### src/hw/host_ctl_pkg.sv
package host_ctl_pkg;

	// Local clock generator: input clock divided by four gives two phases 90 degrees apart
	localparam int unsigned LOCAL_CLOCK_DIV     = 4;
	localparam logic [1:0]  PHASE_RESET         = 2'h0;
	localparam logic [1:0]  PHASE_LAST          = 2'h3;

	// Host control word: only the halt bit is modelled
	localparam int unsigned HALT_BIT_POS        = 0;
	localparam logic        HALT_BIT_RESET      = 1'b1;
	localparam logic [15:0] HOST_CONTROL_RESET  = 16'h0001;

	// Host side timing, given in nanoseconds and rounded up to cycles of its clock
	localparam int unsigned CLOCK_PERIOD_NS     = 8;
	localparam int unsigned STROBE_SETUP_NS     = 16;
	localparam int unsigned STROBE_SETUP_CYCLES =
		(STROBE_SETUP_NS + CLOCK_PERIOD_NS - 1) / CLOCK_PERIOD_NS;
	localparam logic [3:0]  SETUP_RESET         = 4'h0;
	localparam logic [3:0]  SETUP_LOAD          = 4'(STROBE_SETUP_CYCLES);

	typedef enum logic [1:0] {HALTED, RUNNING} run_state_t;
	typedef enum logic [2:0] {H_IDLE, H_SETUP, H_STROBE, H_WAIT, H_RELEASE} host_state_t;

endpackage

### src/hw/host_link_if.sv
`timescale 1ns/10ps
`default_nettype none
interface host_link_if;
	logic        host_read_strobe_n;
	logic        host_write_strobe_n;
	logic        host_select_n;
	logic [15:0] write_data;
	logic [15:0] read_data;
	logic        host_ready_out;
	logic        local_clock_phase_a;
	logic        local_clock_phase_b;

	modport device
	(
		input  host_read_strobe_n, host_write_strobe_n, host_select_n, write_data,
		output read_data, host_ready_out, local_clock_phase_a, local_clock_phase_b
	);
	modport host
	(
		output host_read_strobe_n, host_write_strobe_n, host_select_n, write_data,
		input  read_data, host_ready_out, local_clock_phase_a, local_clock_phase_b
	);
endinterface
`default_nettype wire

### src/hw/system_control.sv
// Overview of operation
// Host pulls read strobe low to read
// Host pulls write strobe low to write
// Write data valid at write strobe rise
// Read and write strobes never together
// Logic runs on clock from input clock
// Two local clocks, quarter period apart
// Outputs change on local clock edges
// Two active-low local interrupt inputs
// Interrupter holds line until recognised
// Interrupt inputs synchronised before use
// Reset gives known state, outputs inactive
// Select low at reset release: bootstrap
// Select high: halt until halt bit cleared
// Host select low enables host access
// Ready low normally, high when completing
// Two synchroniser stages per interrupt input
`timescale 1ns/10ps
`default_nettype none
module system_control
	import host_ctl_pkg::*;
(
	input  wire logic  clock,
	input  wire logic  reset_n,
	host_link_if.device link,
	input  wire logic  local_irq_a_n,
	input  wire logic  local_irq_b_n,
	input  wire logic  irq_acknowledge_a,
	input  wire logic  irq_acknowledge_b,
	output logic       irq_pending_a,
	output logic       irq_pending_b,
	output logic       running,
	output logic       bootstrap,
	output logic [15:0] host_control_low,
	output logic       write_event
);

	typedef struct packed {
		logic [1:0]  phase;
		logic        clk_a;
		logic        clk_b;
		logic [1:0]  irq_meta;
		logic [1:0]  irq_sync;
		logic [2:0]  sel_sync;
		logic [2:0]  rd_sync;
		logic [2:0]  wr_sync;
		logic [1:0]  strap_fill;
		logic        strap_taken;
		logic        boot;
		run_state_t  run;
		logic [15:0] control;
		logic        ready;
		logic        wr_pulse;
		logic        irq_a;
		logic        irq_b;
	} state_t;

	state_t cur;
	state_t next_cur;
	logic   write_rise;
	logic   access;

	// Synchronisers reset to the idle level of their pins, so release makes no false edge
	localparam state_t CUR_RESET = '{
		phase:       PHASE_RESET,
		clk_a:       1'b0,
		clk_b:       1'b0,
		irq_meta:    2'h0,
		irq_sync:    2'h0,
		sel_sync:    3'h7,
		rd_sync:     3'h7,
		wr_sync:     3'h7,
		strap_fill:  2'h0,
		strap_taken: 1'b0,
		boot:        1'b0,
		run:         HALTED,
		control:     HOST_CONTROL_RESET,
		ready:       1'b0,
		wr_pulse:    1'b0,
		irq_a:       1'b0,
		irq_b:       1'b0
	};

	always_comb
	begin
		next_cur = cur;
		// Divider gives two clocks of equal duty, b trailing a by one quarter period
		next_cur.phase = cur.phase + 2'h1;
		// Local clocks are plain registers, so they carry the same delay as every output taken straight from a register
		case (cur.phase)
			PHASE_RESET:
			begin
				next_cur.clk_a = 1'b1;
				next_cur.clk_b = 1'b0;
			end
			2'h1:
			begin
				next_cur.clk_a = 1'b1;
				next_cur.clk_b = 1'b1;
			end
			2'h2:
			begin
				next_cur.clk_a = 1'b0;
				next_cur.clk_b = 1'b1;
			end
			default:
			begin
				next_cur.clk_a = 1'b0;
				next_cur.clk_b = 1'b0;
			end
		endcase
		// First stage is read only by the second; only the second is used
		next_cur.irq_meta = {~local_irq_b_n, ~local_irq_a_n};
		next_cur.irq_sync = cur.irq_meta;
		next_cur.sel_sync = {cur.sel_sync[1:0], link.host_select_n};
		next_cur.rd_sync  = {cur.rd_sync[1:0], link.host_read_strobe_n};
		next_cur.wr_sync  = {cur.wr_sync[1:0], link.host_write_strobe_n};
		// Sticky requests; a new request wins over an acknowledge in the same cycle
		if (cur.irq_sync[0])
		begin
			next_cur.irq_a = 1'b1;
		end
		else if (irq_acknowledge_a)
		begin
			next_cur.irq_a = 1'b0;
		end
		if (cur.irq_sync[1])
		begin
			next_cur.irq_b = 1'b1;
		end
		else if (irq_acknowledge_b)
		begin
			next_cur.irq_b = 1'b0;
		end
		// Strap waits until the select synchroniser holds a sample taken after release;
		// its reset value says nothing about the pin
		next_cur.strap_fill = {cur.strap_fill[0], 1'b1};
		if (cur.strap_fill[1] && !cur.strap_taken)
		begin
			next_cur.strap_taken = 1'b1;
			next_cur.boot = ~cur.sel_sync[1];
			next_cur.run  = cur.sel_sync[1] ? HALTED : RUNNING;
			next_cur.control[HALT_BIT_POS] = cur.sel_sync[1];
		end
		// Write lands only while selected; a bare strobe edge is ignored
		next_cur.wr_pulse = 1'b0;
		if (write_rise && access)
		begin
			next_cur.control = link.write_data;
			next_cur.wr_pulse = 1'b1;
		end
		if (cur.strap_taken)
		begin
			case (cur.run)
				HALTED:
				begin
					if (!next_cur.control[HALT_BIT_POS])
					begin
						next_cur.run = RUNNING;
					end
				end
				default:
				begin
					next_cur.run = RUNNING;
				end
			endcase
		end
		// Ready rises while a strobe is held, drops once it is released
		if (access && (!cur.rd_sync[1] || !cur.wr_sync[1]))
		begin
			next_cur.ready = 1'b1;
		end
		else
		begin
			next_cur.ready = 1'b0;
		end
	end

	// Write data taken at the rising edge of the write strobe
	assign write_rise = cur.wr_sync[1] && !cur.wr_sync[2];
	assign access     = !cur.sel_sync[1];

	always_ff @(posedge clock or negedge reset_n)
	begin
		if (!reset_n)
		begin
			cur <= CUR_RESET;
		end
		else
		begin
			cur <= next_cur;
		end
	end

	// Outputs come from flip-flops on the same clock as the local clocks; running is an AND of two of them
	assign link.local_clock_phase_a = cur.clk_a;
	assign link.local_clock_phase_b = cur.clk_b;
	assign link.host_ready_out      = cur.ready;
	assign link.read_data           = cur.control;
	assign irq_pending_a            = cur.irq_a;
	assign irq_pending_b            = cur.irq_b;
	assign running                  = (cur.run == RUNNING) && cur.strap_taken;
	assign bootstrap                = cur.boot;
	assign host_control_low         = cur.control;
	assign write_event              = cur.wr_pulse;

endmodule
`default_nettype wire

### src/flat_wrapper.sv
// flat-port wrapper written by rule: the top's interface ports become plain ports
module system_control_flat import host_ctl_pkg::*;
  (clock, reset_n, local_irq_a_n, local_irq_b_n, irq_acknowledge_a, irq_acknowledge_b, irq_pending_a, irq_pending_b, running, bootstrap, host_control_low, write_event, link_host_read_strobe_n, link_host_write_strobe_n, link_host_select_n, link_write_data, link_read_data, link_host_ready_out, link_local_clock_phase_a, link_local_clock_phase_b);
  host_link_if link_i ();
  input  wire logic clock;
  input  wire logic reset_n;
  input  wire logic local_irq_a_n;
  input  wire logic local_irq_b_n;
  input  wire logic irq_acknowledge_a;
  input  wire logic irq_acknowledge_b;
  output logic irq_pending_a;
  output logic irq_pending_b;
  output logic running;
  output logic bootstrap;
  output logic [15:0] host_control_low;
  output logic write_event;
  input wire logic [$bits(link_i.host_read_strobe_n)-1:0] link_host_read_strobe_n;
  input wire logic [$bits(link_i.host_write_strobe_n)-1:0] link_host_write_strobe_n;
  input wire logic [$bits(link_i.host_select_n)-1:0] link_host_select_n;
  input wire logic [$bits(link_i.write_data)-1:0] link_write_data;
  output wire logic [$bits(link_i.read_data)-1:0] link_read_data;
  output wire logic [$bits(link_i.host_ready_out)-1:0] link_host_ready_out;
  output wire logic [$bits(link_i.local_clock_phase_a)-1:0] link_local_clock_phase_a;
  output wire logic [$bits(link_i.local_clock_phase_b)-1:0] link_local_clock_phase_b;
  assign link_i.host_read_strobe_n = link_host_read_strobe_n;
  assign link_i.host_write_strobe_n = link_host_write_strobe_n;
  assign link_i.host_select_n = link_host_select_n;
  assign link_i.write_data = link_write_data;
  assign link_read_data = link_i.read_data;
  assign link_host_ready_out = link_i.host_ready_out;
  assign link_local_clock_phase_a = link_i.local_clock_phase_a;
  assign link_local_clock_phase_b = link_i.local_clock_phase_b;
  system_control u_core (.clock(clock), .reset_n(reset_n), .link(link_i), .local_irq_a_n(local_irq_a_n), .local_irq_b_n(local_irq_b_n), .irq_acknowledge_a(irq_acknowledge_a), .irq_acknowledge_b(irq_acknowledge_b), .irq_pending_a(irq_pending_a), .irq_pending_b(irq_pending_b), .running(running), .bootstrap(bootstrap), .host_control_low(host_control_low), .write_event(write_event));
endmodule
### config.mk
export PLATFORM = sky130hd
export DESIGN_NAME = system_control_flat
export DESIGN_NICKNAME = d
export VERILOG_FILES = /design/src/hw/host_ctl_pkg.sv /design/src/hw/host_link_if.sv /design/src/hw/system_control.sv /design/src/flat_wrapper.sv
export SDC_FILE = /design/constraint.sdc
export NUM_CORES = 1
export LEC_CHECK = 0
export BUFFER_PORTS_ARGS = -buffer_cell sky130_fd_sc_hd__buf_2
export CAP_MARGIN = 20
export CORE_MARGIN = 4
export CORE_UTILIZATION = 40
export DETAILED_ROUTE_END_ITERATION = 10
export PLACE_DENSITY = 0.69
export REMOVE_ABC_BUFFERS = 1
export SYNTH_ARGS = -nofsm -noshare
export SYNTH_HDL_FRONTEND = slang
export SYNTH_SLANG_ARGS = --single-unit
### constraint.sdc
create_clock -name clock -period 1.3 [get_ports clock]
set_input_delay 0.065 -clock clock [delete_from_list [all_inputs] [get_ports clock]]
set_output_delay 0.065 -clock clock [all_outputs]
set_load 0.005 [all_outputs]
==> flow_summary.json <==
{
  "status": "finished with violations",
  "violations": "negative setup slack",
  "rows": 23,
  "vias": 965,
  "r2r_slack_ns": -0.10,
  "postSynthAreaPerCell_um2": 13.97,
  "fmax_mhz": 712.0,
  "nets": 200,
  "area_growth_pct": 21.37,
  "required_ns": 1.47,
  "skew_ns": 0.003288,
  "fin_crit_sh": 1.080,
  "met3_length_um": 287,
  "drive_gt1_frac": 0.6185,
  "crit_path_end": "u_core.host_control_low[9]$_DFFE_PN0P_",
  "crit_slowest_cell": "dfstp_2",
  "grt_antenna_before_repair": 0,
  "cp-start-kind": "register",
  "setup_tns_ns": -1.495,
  "synth_compound_area_frac": 0.03524,
  "place.gp.congestion": 0.6569,
  "cts_max_path_buffers": 2,
  "synth_mux_area_frac": 0.1256,
  "io_buffers": 64,
  "ys_ff_latch": 40,
  "dieArea_mm2": 0.005368,
  "clk_latency_ns": 0.28,
  "final.min_clock_period_ns": 1.405,
  "slew_viol_final": 0,
  "worstSetupPathType": "register to register",
  "netlist_area_mm2": 0.001704,
  "mostFrequentLayoutCell": "buf_2",
  "power_mw": 2.798,
  "ys_seq_area_frac": 0.5932,
  "rsz0062_at_grt": "yes",
  "worstMarginPinSlew_ns": 0.6009,
  "die_w_um": 73.27,
  "rr_worst_depth": 3,
  "reg2reg_to": "u_core.host_control_low[9]$_DFFE_PN0P_",
  "hold_viol": 0,
  "yosys.cell_types.count": 21,
  "wl_per_cell_um": 12.82,
  "place_area_mm2": 0.001867,
  "synth_top_family_by_area": "buffers and inverters",
  "synth_adder_area_share": 0.02203,
  "core-area_mm2": 0.004058,
  "ios": 65,
  "clock-root-buffer": "clkbuf_8",
  "htree_levels": 2,
  "crit_path_end_kind": "register",
  "setup_viol_count_final": 17,
  "firstDrtPassIters": 2,
  "wl_met1_um": 1134,
  "regToRegStartpoint": "u_core.cur[27]$_DFF_PN1_",
  "max_slew_margin": 0.5994,
  "drcViolationCount": 0,
  "drt_iter0_markers": 24,
  "overflow": 0,
  "dpl.hpwl_um": 2201,
  "top_layer": "met4",
  "synthCells": 122,
  "setup_ws_ns": -0.1045,
  "cts_tree": "yes",
  "min_from": "link_write_data[4]",
  "crit_path_max_incr_delay_ns": 0.53,
  "power.leakage_nw": 1.060,
  "crit_start": "u_core.cur[27]$_DFF_PN1_",
  "ir_drop_mv": 0.8532,
  "synth-main-ff-cell": "dfrtp_1",
  "start_util": 0.4200,
  "diodes": 0,
  "synth_xor_xnor_area_share": 0,
  "crit_fanout": 10,
  "synth_enable_flop_cells": 0,
  "holdPathStages": 2,
  "ant_nets": 0,
  "powerDensity_mw_per_mm2": 1353,
  "cts.clk_slew.worst_paths_ns": 0.07,
  "synthSimpleGateAreaFrac": 0.04258,
  "grt_pass1_vias": 1025,
  "wl_met2_um": 1416,
  "cts.sinks": 40,
  "fp.dieH_um": 73.27,
  "vias_per_cell": 4.327,
  "worst_ep_arrival_time_ns": 1.57,
  "grt_pass1_wl_um": 4498,
  "async_reset_ff_frac": 1.000,
  "maxCapViolCount": 0,
  "cts_buffers": 5,
  "min_path_type": "primary input to register",
  "grt_usage": 0.1098,
  "finish.utilization": 0.5097,
  "final_cell_mix": "buf_2 (64), dfrtp_1 (32), mux2_4 (16)",
  "wirelength_um": 2858,
  "worstPathCellList": "nor3b_4 > buf_6 > mux2_4",
  "grt_start_max_net_pins": 30,
  "design_area_mm2": 0.002068,
  "yosysWarnings": 0
}
## report_power, final
part / internal, mW / switching (mW) / total, mW
registers: 1.38 / 0.0884 / 1.47
logic: 0.313 / 0.178 / 0.491
clock network: 0.429 / 0.406 / 0.835
total: 2.13 / 0.672 / 2.80
## critical path: cells and delay by family (launching register included)
kind / cells / cell delay (ns)
flops: 1 / 0.53
mux: 1 / 0.31
simple gates: 1 / 0.25
buf+inv: 1 / 0.20
## sequential cells by signal, indices dropped and copies added (netlist names)
| name | cells |
|---|---|
| u_core.write_event | 1 |
| u_core.host_control_low | 16 |
| u_core.bootstrap | 1 |
| u_core.irq_pending_b | 1 |
| u_core.cur | 17 |
| u_core.link.local_clock_phase_b | 1 |
| u_core.irq_pending_a | 1 |
| u_core.link.host_ready_out | 1 |
| u_core.link.local_clock_phase_a | 1 |
## cell usage after synthesis, types with 2 or more instances
master	n	share of area
buf_4	32	0.14
dfrtp_1	32	0.47
inv_1	9	0.020
mux2_4	9	0.079
dfstp_2	8	0.12
mux2_2	7	0.046
nor2_1	4	0.0088
a21o_1	3	0.013
a21oi_1	3	0.0088
ha_1	3	0.022
nor3b_2	2	0.015
## worst min-delay path by stage
stage	end	slack (ns)
floorplan	u_core.bootstrap$_DFFE_PN0P_	-0.23
global placement	u_core.link.local_clock_phase_a$_DFF_PN0_	0.09
detailed placement	u_core.cur[41]$_DFF_PN0_	0.11
CTS	u_core.host_control_low[3]$_DFFE_PN0P_	0.004
global route	u_core.host_control_low[7]$_DFFE_PN0P_	0.0003
finish	u_core.host_control_low[4]$_DFFE_PN0P_	0.01
## layer usage
metal / vias to the layer above / global-route usage
li1: 454 / -
met1: 462 / 0.1295
met2: 47 / 0.1827
met3: 2 / 0.04241
met4: 0 / 0.03689
met5: - / 0
## through the flow
step	hold slack, ns	cells	setup WS (ns)
floorplan	-0.2306	88	-0.7252
global placement	0.09268	208	-0.08029
detailed placement	0.1102	208	-0.1074
CTS	0.003814	223	-0.1015
global route	0.0003251	223	-0.1447
finish	0.01247	223	-0.1045
## repair_timing
item                                    4_1_cts  5_1_grt
pin swaps                                     0        0
endpoints found under the setup margin       17       17
resized for setup                             9        0
endpoints found under the hold margin        25        0
hold buffers                                  7        0
buffers inserted                              0        0
## logic make-up after synthesis
| group | count (synthesis) |
|---|---|
| buffers and inverters | 43 |
| adder cells (fa/ha/maj) | 3 |
| AO/OA/AOI/OAI | 9 |
| other | 1 |
| flip-flops | 40 |
| multiplexers | 16 |
| AND/OR/NAND/NOR | 10 |
## area by class of cell
class                   count  area (um2)
clock buffers               6       82.58
clock inverters             2       15.01
fillers                   331        1989
inverters                   9       33.78
multi-input cells          39       420.4
flip-flops and latches     40        1011
well taps                  50       62.56
repair buffers             77       442.9
Power figures use the tool's default switching activity.
